[src/verilog/cbd_pkg.sv]
// package: constants, encodings and carriers for the branch/clear/decrement core slice
package cbd_pkg;
    // Notes on behaviour
    // (RULE_01) clear accumulator loads zero, sets null flag
    // (RULE_02) subroutine jump pushes program counter plus one
    // (RULE_03) jump target: literal low, latch bits 4:3 high
    // (RULE_04) subroutine jump: full literal, two cycles, flags kept
    // (RULE_05) absolute branch loads same target, no push
    // (RULE_06) absolute branch: two cycles, flags kept
    // (RULE_07) watchdog kick clears counter and prescaler
    // (RULE_08) watchdog kick sets timeout and powerdown flags
    // (RULE_09) complement register, null flag, selectable destination
    // (RULE_10) decrement register, null flag, selectable destination
    // (RULE_11) decrement-and-skip stores result, flags kept
    // (RULE_12) zero result turns next instruction into idle
    // (RULE_13) decode seven-bit index and one destination bit

    // ------------------------------------------------------------
    // timing
    // ------------------------------------------------------------
    localparam int CLK_PERIOD_NS = 50;
    localparam int INSN_PERIOD_NS = 200;
    localparam int CLKS_PER_INSN = INSN_PERIOD_NS / CLK_PERIOD_NS;
    localparam logic [1:0] PH_FETCH = 2'h1;
    localparam logic [1:0] PH_EXEC = 2'h3;

    // ------------------------------------------------------------
    // widths and instruction fields
    // ------------------------------------------------------------
    localparam int PC_W = 13;
    localparam int INSN_W = 14;
    localparam int LIT_W = 11;
    localparam int IDX_W = 7;
    localparam int DEST_POS = 7;
    localparam int PHL_W = 5;
    localparam int PHL_PAGE_LO = 3;
    localparam int PHL_PAGE_HI = 4;
    localparam logic [5:0] OPC_COMPLEMENT = 6'h09;
    localparam logic [5:0] OPC_DECREMENT = 6'h03;
    localparam logic [5:0] OPC_DEC_SKIP = 6'h0b;
    localparam logic [6:0] OPC_CLEAR_ACC = 7'h02;
    localparam logic [13:0] OPC_KICK_WDT = 14'h0064;
    localparam logic [2:0] OPC_CALL = 3'h4;
    localparam logic [2:0] OPC_BRANCH = 3'h5;

    // ------------------------------------------------------------
    // register port map and reset values
    // ------------------------------------------------------------
    localparam logic [3:0] ADDR_ACC = 4'h0;
    localparam logic [3:0] ADDR_STATUS = 4'h1;
    localparam logic [3:0] ADDR_PHL = 4'h2;
    localparam logic [3:0] ADDR_PC_LO = 4'h3;
    localparam logic [3:0] ADDR_PC_HI = 4'h4;
    localparam logic [3:0] ADDR_WDT = 4'h5;
    localparam logic [3:0] ADDR_CTRL = 4'h6;
    localparam int ST_NULL_POS = 2;
    localparam int ST_PD_POS = 3;
    localparam int ST_TO_POS = 4;
    localparam int CTRL_RUN_POS = 0;
    localparam logic [7:0] ACC_RESET = 8'h00;
    localparam logic [4:0] PHL_RESET = 5'h00;
    localparam logic [12:0] PC_RESET = 13'h0000;
    localparam logic [7:0] CTRL_RESET = 8'h01;
    localparam logic [7:0] WDT_RESET = 8'h00;
    localparam int STACK_DEPTH = 8;
    localparam int WDT_PRESC_W = 7;

    // ------------------------------------------------------------
    // types
    // ------------------------------------------------------------
    typedef enum logic {
        CBD_EXEC = 1'b0,
        CBD_FLUSH = 1'b1
    } cbd_state_t;

    typedef enum logic [2:0] {
        CBD_OP_IDLE,
        CBD_OP_CLEAR_ACC,
        CBD_OP_CALL,
        CBD_OP_BRANCH,
        CBD_OP_KICK,
        CBD_OP_COMPLEMENT,
        CBD_OP_DECREMENT,
        CBD_OP_DEC_SKIP
    } cbd_op_t;

    typedef struct packed {
        cbd_op_t op;
        logic [IDX_W-1:0] reg_idx;
        logic dest_reg;
        logic [LIT_W-1:0] literal;
    } cbd_decoded_t;

    typedef struct packed {
        logic timeout_flag;
        logic powerdown_flag;
        logic null_flag;
    } cbd_status_t;

    localparam cbd_status_t STATUS_RESET = '{timeout_flag: 1'b1, powerdown_flag: 1'b1, null_flag: 1'b0};
endpackage

[src/verilog/cbd_return_stack.sv]
// hardware return stack, push only from this slice, wraps on overflow
`timescale 1ns/1ps
module cbd_return_stack #(
    parameter int DEPTH = cbd_pkg::STACK_DEPTH
) (
    // clock and reset
    input wire logic ref_clk,
    input wire logic rst,
    // push side
    input wire logic push,
    input wire logic [cbd_pkg::PC_W-1:0] push_addr,
    // top of stack
    output logic [cbd_pkg::PC_W-1:0] stack_top_entry
);
    import cbd_pkg::*;

    logic [PC_W-1:0] slots [DEPTH];
    logic [$clog2(DEPTH)-1:0] ptr;
    logic [$clog2(DEPTH)-1:0] next_ptr;

    always_comb begin
        next_ptr = push ? ptr + 1'b1 : ptr;
    end

    always_ff @(posedge ref_clk or posedge rst) begin
        if (rst) begin
            ptr <= '0;
        end else begin
            ptr <= next_ptr;
        end
    end

    // slots clear on reset so the top never shows an unknown
    always_ff @(posedge ref_clk or posedge rst) begin
        if (rst) begin
            for (int i = 0; i < DEPTH; i++) begin
                slots[i] <= PC_RESET;
            end
        end else if (push) begin
            slots[next_ptr] <= push_addr;
        end
    end

    always_ff @(posedge ref_clk or posedge rst) begin
        if (rst) begin
            stack_top_entry <= PC_RESET;
        end else begin
            stack_top_entry <= push ? push_addr : slots[ptr];
        end
    end
endmodule

[src/verilog/cbd_watchdog.sv]
// watchdog counter with prescaler; prescaler advanced once per instruction cycle, counter once per 128
`timescale 1ns/1ps
module cbd_watchdog #(
    parameter int PRESC_W = cbd_pkg::WDT_PRESC_W
) (
    // clock and reset
    input wire logic ref_clk,
    input wire logic rst,
    // control
    input wire logic tick,
    input wire logic kick,
    // state
    output logic [7:0] watchdog_counter,
    output logic timeout
);
    import cbd_pkg::*;

    logic [PRESC_W-1:0] presc;
    logic [PRESC_W-1:0] next_presc;
    logic [7:0] next_count;
    logic next_timeout;

    always_comb begin
        next_presc = presc;
        next_count = watchdog_counter;
        next_timeout = 1'b0;
        if (kick) begin
            next_presc = '0; // RULE_07
            next_count = WDT_RESET; // RULE_07
        end else if (tick) begin
            next_presc = presc + 1'b1;
            if (&presc) begin
                next_count = watchdog_counter + 8'h01;
                next_timeout = &watchdog_counter;
            end
        end
    end

    always_ff @(posedge ref_clk or posedge rst) begin
        if (rst) begin
            presc <= '0;
            watchdog_counter <= WDT_RESET;
            timeout <= 1'b0;
        end else begin
            presc <= next_presc;
            watchdog_counter <= next_count;
            timeout <= next_timeout;
        end
    end
endmodule

[src/verilog/cbd_core.sv]
// core slice: fetch/execute of clear, branch, call, watchdog kick, complement and decrement
//
// Strobed register access and the address map are this design's own decisions.
`timescale 1ns/1ps
module cbd_core (
    // clock and reset
    input wire logic ref_clk,
    input wire logic rst,
    // program memory
    output logic [cbd_pkg::PC_W-1:0] prog_addr,
    input wire logic [cbd_pkg::INSN_W-1:0] instr,
    // data file
    output logic [cbd_pkg::IDX_W-1:0] fr_addr,
    input wire logic [7:0] fr_rdata,
    output logic [7:0] fr_wdata,
    output logic fr_we,
    // register port
    input wire logic [3:0] reg_addr,
    input wire logic [7:0] reg_wdata,
    input wire logic reg_wr,
    input wire logic reg_rd,
    output logic [7:0] reg_rdata,
    // observation
    output logic [cbd_pkg::PC_W-1:0] stack_top_entry,
    output logic insn_strobe,
    output logic wdt_timeout
);
    import cbd_pkg::*;

    // ------------------------------------------------------------
    // helpers
    // ------------------------------------------------------------
    function automatic logic is_null(input logic [7:0] v);
        return v == 8'h00;
    endfunction

    function automatic cbd_decoded_t decode(input logic [INSN_W-1:0] w);
        cbd_decoded_t d;
        d.reg_idx = w[IDX_W-1:0]; // RULE_13
        d.dest_reg = w[DEST_POS]; // RULE_13
        d.literal = w[LIT_W-1:0];
        d.op = CBD_OP_IDLE;
        if (w[13:11] == OPC_CALL) begin
            d.op = CBD_OP_CALL;
        end else if (w[13:11] == OPC_BRANCH) begin
            d.op = CBD_OP_BRANCH;
        end else if (w == OPC_KICK_WDT) begin
            d.op = CBD_OP_KICK;
        end else if (w[13:7] == OPC_CLEAR_ACC) begin
            d.op = CBD_OP_CLEAR_ACC;
        end else if (w[13:8] == OPC_COMPLEMENT) begin
            d.op = CBD_OP_COMPLEMENT;
        end else if (w[13:8] == OPC_DECREMENT) begin
            d.op = CBD_OP_DECREMENT;
        end else if (w[13:8] == OPC_DEC_SKIP) begin
            d.op = CBD_OP_DEC_SKIP;
        end
        return d;
    endfunction

    // ------------------------------------------------------------
    // instruction-cycle divider
    // ------------------------------------------------------------
    logic [1:0] phase;
    logic [1:0] next_phase;
    logic fetch_en;
    logic exec_en;

    // phase 1 latches the word, phase 3 executes it
    always_comb begin
        next_phase = (phase == 2'(CLKS_PER_INSN - 1)) ? 2'h0 : phase + 2'h1;
    end

    always_ff @(posedge ref_clk or posedge rst) begin
        if (rst) begin
            phase <= 2'h0;
        end else begin
            phase <= next_phase;
        end
    end

    // ------------------------------------------------------------
    // architectural state
    // ------------------------------------------------------------
    logic [INSN_W-1:0] ir;
    logic [7:0] accumulator;
    cbd_status_t status;
    logic [PHL_W-1:0] page_high_latch;
    logic [PC_W-1:0] program_counter;
    logic [7:0] ctrl;
    cbd_state_t state;
    logic write_pending;
    logic [7:0] watchdog_count;

    logic [INSN_W-1:0] next_ir;
    logic [7:0] next_accumulator;
    cbd_status_t next_status;
    logic [PHL_W-1:0] next_page_high_latch;
    logic [PC_W-1:0] next_program_counter;
    logic [7:0] next_ctrl;
    cbd_state_t next_state;
    logic next_write_pending;
    logic [7:0] next_fr_wdata;
    logic [7:0] next_reg_rdata;

    cbd_decoded_t dec;
    logic [7:0] alu_result;
    logic [PC_W-1:0] jump_target;
    logic [PC_W-1:0] return_addr;
    logic push;
    logic kick;
    logic run;
    logic slot_live;

    assign run = ctrl[CTRL_RUN_POS];
    assign fetch_en = run && (phase == PH_FETCH);
    assign exec_en = run && (phase == PH_EXEC);
    assign dec = decode(ir);
    // RULE_03 RULE_05
    assign jump_target = {page_high_latch[PHL_PAGE_HI:PHL_PAGE_LO], dec.literal};
    assign return_addr = program_counter + 13'h0001; // RULE_02
    // a flushed slot must neither push nor kick
    assign slot_live = exec_en && (state == CBD_EXEC);
    assign push = slot_live && (dec.op == CBD_OP_CALL); // RULE_02
    assign kick = slot_live && (dec.op == CBD_OP_KICK); // RULE_07

    always_comb begin
        unique case (dec.op)
            CBD_OP_COMPLEMENT: begin
                alu_result = ~fr_rdata; // RULE_09
            end
            CBD_OP_DECREMENT, CBD_OP_DEC_SKIP: begin
                alu_result = fr_rdata - 8'h01; // RULE_10 RULE_11
            end
            default: alu_result = 8'h00;
        endcase
    end

    // ------------------------------------------------------------
    // execution
    // ------------------------------------------------------------
    always_comb begin
        next_ir = fetch_en ? instr : ir;
        next_accumulator = accumulator;
        next_status = status;
        next_page_high_latch = page_high_latch;
        next_program_counter = program_counter;
        next_ctrl = ctrl;
        next_state = state;
        next_write_pending = 1'b0;
        next_fr_wdata = fr_wdata;

        // software writes first; execution results override in the same cycle
        if (reg_wr) begin
            unique case (reg_addr)
                ADDR_ACC: next_accumulator = reg_wdata;
                ADDR_STATUS: next_status = '{timeout_flag: reg_wdata[ST_TO_POS],
                                             powerdown_flag: reg_wdata[ST_PD_POS],
                                             null_flag: reg_wdata[ST_NULL_POS]};
                ADDR_PHL: next_page_high_latch = reg_wdata[PHL_W-1:0];
                ADDR_CTRL: next_ctrl = {7'h00, reg_wdata[CTRL_RUN_POS]};
                default: ;
            endcase
        end

        if (wdt_timeout) begin
            next_status.timeout_flag = 1'b0;
        end

        if (exec_en) begin
            next_program_counter = program_counter + 13'h0001;
            next_state = CBD_EXEC;
            if (state == CBD_EXEC) begin
                unique case (dec.op)
                    CBD_OP_CLEAR_ACC: begin
                        next_accumulator = ACC_RESET; // RULE_01
                        next_status.null_flag = 1'b1; // RULE_01
                    end
                    CBD_OP_CALL, CBD_OP_BRANCH: begin
                        // flags untouched, second cycle is a flushed fetch
                        next_program_counter = jump_target; // RULE_03 RULE_04 RULE_05 RULE_06
                        next_state = CBD_FLUSH; // RULE_04 RULE_06
                    end
                    CBD_OP_KICK: begin
                        next_status.timeout_flag = 1'b1; // RULE_08
                        next_status.powerdown_flag = 1'b1; // RULE_08
                    end
                    CBD_OP_COMPLEMENT, CBD_OP_DECREMENT: begin
                        next_status.null_flag = is_null(alu_result); // RULE_09 RULE_10
                        if (dec.dest_reg) begin
                            next_fr_wdata = alu_result; // RULE_09 RULE_10
                            next_write_pending = 1'b1;
                        end else begin
                            next_accumulator = alu_result; // RULE_09 RULE_10
                        end
                    end
                    CBD_OP_DEC_SKIP: begin
                        if (dec.dest_reg) begin
                            next_fr_wdata = alu_result; // RULE_11
                            next_write_pending = 1'b1;
                        end else begin
                            next_accumulator = alu_result; // RULE_11
                        end
                        if (is_null(alu_result)) begin
                            next_state = CBD_FLUSH; // RULE_12
                        end
                    end
                    default: ;
                endcase
            end
        end
    end

    always_ff @(posedge ref_clk or posedge rst) begin
        if (rst) begin
            ir <= '0;
            accumulator <= ACC_RESET;
            status <= STATUS_RESET;
            page_high_latch <= PHL_RESET;
            program_counter <= PC_RESET;
            ctrl <= CTRL_RESET;
            state <= CBD_EXEC;
            write_pending <= 1'b0;
            fr_wdata <= 8'h00;
        end else begin
            ir <= next_ir;
            accumulator <= next_accumulator;
            status <= next_status;
            page_high_latch <= next_page_high_latch;
            program_counter <= next_program_counter;
            ctrl <= next_ctrl;
            state <= next_state;
            write_pending <= next_write_pending;
            fr_wdata <= next_fr_wdata;
        end
    end

    // data-file write lands one clock after execute, while the index still holds
    assign fr_we = write_pending;
    assign fr_addr = dec.reg_idx;
    assign prog_addr = program_counter;
    assign insn_strobe = exec_en;

    // ------------------------------------------------------------
    // register read port
    // ------------------------------------------------------------
    always_comb begin
        next_reg_rdata = 8'h00;
        if (reg_rd) begin
            unique case (reg_addr)
                ADDR_ACC: next_reg_rdata = accumulator;
                ADDR_STATUS: begin
                    next_reg_rdata[ST_TO_POS] = status.timeout_flag;
                    next_reg_rdata[ST_PD_POS] = status.powerdown_flag;
                    next_reg_rdata[ST_NULL_POS] = status.null_flag;
                end
                ADDR_PHL: begin
                    next_reg_rdata = {3'h0, page_high_latch};
                end
                ADDR_PC_LO: begin
                    next_reg_rdata = program_counter[7:0];
                end
                ADDR_PC_HI: begin
                    next_reg_rdata = {3'h0, program_counter[PC_W-1:8]};
                end
                ADDR_WDT: begin
                    next_reg_rdata = watchdog_count;
                end
                ADDR_CTRL: next_reg_rdata = ctrl;
                default: next_reg_rdata = 8'h00;
            endcase
        end
    end

    always_ff @(posedge ref_clk or posedge rst) begin
        if (rst) begin
            reg_rdata <= 8'h00;
        end else begin
            reg_rdata <= next_reg_rdata;
        end
    end

    // ------------------------------------------------------------
    // submodules
    // ------------------------------------------------------------
    cbd_return_stack #(
        .DEPTH(STACK_DEPTH)
    ) u_stack (
        .ref_clk(ref_clk),
        .rst(rst),
        .push(push),
        .push_addr(return_addr),
        .stack_top_entry(stack_top_entry)
    );

    cbd_watchdog #(
        .PRESC_W(WDT_PRESC_W)
    ) u_wdt (
        .ref_clk(ref_clk),
        .rst(rst),
        .tick(exec_en),
        .kick(kick),
        .watchdog_counter(watchdog_count),
        .timeout(wdt_timeout)
    );
endmodule

[config.mk]
export PLATFORM = sky130hd
export DESIGN_NAME = cbd_core
export DESIGN_NICKNAME = d
export VERILOG_FILES = /design/src/verilog/cbd_pkg.sv /design/src/verilog/cbd_return_stack.sv /design/src/verilog/cbd_watchdog.sv /design/src/verilog/cbd_core.sv
export SDC_FILE = /design/constraint.sdc
export NUM_CORES = 1
export LEC_CHECK = 0
export BUFFER_PORTS_ARGS = -buffer_cell sky130_fd_sc_hd__buf_2
export CORE_MARGIN = 3
export CORE_UTILIZATION = 42
export DETAILED_ROUTE_END_ITERATION = 16
export GPL_ROUTABILITY_DRIVEN = 0
export GPL_TIMING_DRIVEN = 0
export HOLD_SLACK_MARGIN = 0.06
export PLACE_DENSITY = 0.72
export SLEW_MARGIN = 10
export SYNTH_ARGS = -nofsm -noshare
export SYNTH_HDL_FRONTEND = slang
export SYNTH_HIERARCHICAL = 1
export SYNTH_SLANG_ARGS = --single-unit
[constraint.sdc]
create_clock -name ref_clk -period 13.7 [get_ports ref_clk]
set_input_delay 4.11 -clock ref_clk [delete_from_list [all_inputs] [get_ports ref_clk]]
set_output_delay 4.11 -clock ref_clk [all_outputs]
set_load 0.02 [all_outputs]
==> results.json <==
{
  "multi_input_area_sq_mm": 0.00446,
  "worstMarginPinSlew_ns": 0.883,
  "final-seq-area_sq_mm": 0.00501,
  "cts_tree": "yes",
  "cp_slowest_cell": "clkbuf_1",
  "required_ns": 9.59,
  "initial_core_util_pct": 43.1,
  "hold_viol": 0,
  "hold-path-cell-count": 1,
  "wire_per_inst_microns": 18.6,
  "reg2reg_slack_ns": 10.45,
  "syn_area_sq_mm": 0.00984,
  "start_kind": "register",
  "synth-seq-area-share_pct": 50.9,
  "cpPeakStageDelay_ns": 0.66,
  "cts_setup_buffers": 0,
  "insertion_delay_ns": 0.44,
  "hp-class": "reg2reg",
  "first_pass_iters": 6,
  "cap_viol_max_count": 0,
  "status": "finished, final reports clean",
  "htree_levels": 4,
  "r2r_cells": 8,
  "design.core.area_sq_mm": 0.0228,
  "cts_max_path_buffers": 2,
  "grt_max_degree": 83,
  "power.density_mw_per_mm2": 155,
  "die_area_sq_mm": 0.0253,
  "synth_nets": 892,
  "fillerInstances": 2059,
  "grt_pass1_vias": 7063,
  "synth_most_common_cell": "dfrtp_1",
  "die_w_microns": 159,
  "grt_pass1_wl_microns": 38100,
  "cts-resized-gates": 0,
  "reg2reg_to": "u_stack/stack_top_entry[3]$_DFF_PP0_",
  "synth_cell_types": 65,
  "crit_fanout": 15,
  "power_frac_seq_pct": 43.1,
  "r2r_start": "ctrl[0]$_DFFE_PP1P_",
  "overflow": 0,
  "postSynthAreaPerCell_sq_um": 11.6,
  "rows": 55,
  "drive_gt1_share_pct": 33.7,
  "antennaDiodeCount": 0,
  "post-route-min-period_ns": 6.59,
  "setup_tns_ns": 0,
  "vias": 7139,
  "drcViolationCount": 0,
  "cts_root_buf": "clkbuf_16",
  "dpl.hpwl_microns": 16800,
  "crit_type": "reg2out",
  "rsz0062_at_grt": "false",
  "async_flop_share_pct": 100,
  "power_leakage_uw": 0.00537,
  "cell_internal_pwr_uw": 1150,
  "p_total_uw": 1750,
  "io-pin-count": 90,
  "antenna_found_initial": 0,
  "post_drt_via_cell_ratio": 5.57,
  "fin_crit_sh_pct": 48.1,
  "portBuffers": 87,
  "cts_buffers": 17,
  "hold_end": "status[2]$_DFF_PP1_",
  "drt_iter0_markers": 548,
  "chipHeight_microns": 159,
  "netlist_top_cells_area": "dfrtp_1 (50%), mux2_2 (18%), mux2i_1 (3.8%)",
  "yosysTopAreaCell": "dfrtp_1",
  "clkPwrFrac_pct": 29.6,
  "nNetsFinal": 1000,
  "setup_viol": 0,
  "area_growth_pct": 15.2,
  "synth_edf_count": 0,
  "slew_headroom_pct": 40.7,
  "ctsHoldBuffers": 0,
  "synth_warnings": 6,
  "synth_seq_cells": 200,
  "final_antenna_net_count": 0,
  "synthTopCellsByCount": "dfrtp_1 (197), mux2_2 (160), nand2_1 (65)",
  "track_usage_pct": 18.7,
  "drt-total-wl_microns": 23800,
  "swShare_pct": 34.4,
  "cts_sinks": 200,
  "fmax_mhz": 152,
  "synthCells": 847,
  "p_sw_uw": 603,
  "crit_chain": "nand2_1 -> inv_2 -> clkbuf_1 -> buf_2",
  "combPwrFrac_pct": 27.2,
  "worstHoldStart": "u_wdt/timeout$_DFF_PP0_",
  "synth_top_area_share_pct": 50.1,
  "drv_slew": 0,
  "ir_drop_mv": 0.0677,
  "critical_path_arrival_ns": 2.48,
  "ys.flop_type": "dfrtp_1",
  "fin_skew_ns": 0.0152,
  "clkTransAtPathRegs_ns": 0.07,
  "end_kind": "output pin"
}
-- cells by family (layout without fill, tap and decap cells) --
group | after synthesis | count (layout) | synth area share [%]
DFF | 200 | 200 | 50.9
adders and majority gates | 7 | 7 | 0.890
xor gates and xnor gates | 22 | 22 | 2.04
AOI/OAI and AO/OA | 146 | 146 | 9.78
and+or+nand+nor | 201 | 201 | 10.4
muxes | 198 | 198 | 22.2
buffers and inverters | 73 | 194 | 3.77
-- placed cells by master (no fill, tap or decap), types with 4 or more instances in the layout --
| master | instances |
|---|---|
| xnor2_1 | 9 |
| ha_1 | 7 |
| clkbuf_1 | 25 |
| o31ai_1 | 16 |
| mux2i_1 | 37 |
| nand2_1 | 65 |
| a22o_1 | 15 |
| inv_1 | 17 |
| buf_2 | 92 |
| nor3_1 | 11 |
| buf_4 | 20 |
| o21ai_1 | 15 |
| o22ai_1 | 17 |
| nand4_1 | 10 |
| nor4_1 | 9 |
| a31oi_1 | 6 |
| nand3_1 | 20 |
| xor2_1 | 12 |
| a21oi_1 | 27 |
| o21ai_0 | 21 |
| nor2b_1 | 8 |
| or3_1 | 7 |
| nand2b_1 | 6 |
| a22oi_1 | 4 |
| clkbuf_16 | 17 |
| mux2_2 | 160 |
| nor2_1 | 43 |
| dfrtp_1 | 197 |
-- area by class of cell --
type	count	share of cell area, %
well taps	313	3.46
inverters	21	0.762
repair buffers	89	4.33
clock buffers	21	4.06
clock inverters	11	1.30
flip-flops and latches	200	44.2
plain buffers	52	2.57
multi-input cells	574	39.3
-- routing by layer --
layer  vias up  track usage [%]  part of all wire, %
met5         -                0                    0
met2       240             29.0                   46
met3        54             3.41                  5.4
li1       3291                -                    -
met1      3554             26.5                   46
met4         0             6.76                  2.9
-- metrics by stage --
step	utilization (%)	std cells	cell area, sq um	hold slack, ns	setup slack [ns]
finish	49.6	1281	11300	0.426	7.11
global route	49.6	1281	11300	0.459	7.03
CTS	49.6	1281	11300	0.429	7.15
detailed placement	46.9	1249	10700	0.417	7.63
global placement	46.7	1247	10700	0.414	5.05
floorplan	-	847	9840	0.430	6.40
-- registers in the layout, indices dropped and copies added, names as in the netlist, 8 cells and up --
name	flops
accumulator	8
u_stack/stack_top_entry	13
ir	14
fr_wdata	8
u_stack/slots	104
u_wdt/watchdog_counter	8
reg_rdata	8
prog_addr	13
-- worst max-delay path, delay by kind of cell, from the launching register on --
kind | cells | cell delay (ns)
flops | 1 | 0.59
buf+inv | 3 | 1.16
simple gates | 1 | 0.28
-- power by group through the flow --
stage / Clock [uW] / Sequential, uW / Combinational, uW
after CTS: 526 / 752 / 478
final: 519 / 755 / 477
after floorplan: 0 / 771 / 297
after global routing: 550 / 764 / 518
after global placement: 0 / 760 / 464
after detailed placement: 0 / 761 / 475
-- worst max-delay path by stage --
stage                              from                                    to
global placement                    rst  u_stack/stack_top_entry[9]$_DFF_PP0_
CTS                 ctrl[0]$_DFFE_PP1P_                           insn_strobe
floorplan                           rst              u_stack/ptr[0]$_DFF_PP0_
global route        ctrl[0]$_DFFE_PP1P_                           insn_strobe
detailed placement  ctrl[0]$_DFFE_PP1P_                           insn_strobe
finish              ctrl[0]$_DFFE_PP1P_                           insn_strobe
No activity file was read; power rests on OpenSTA's default activity.
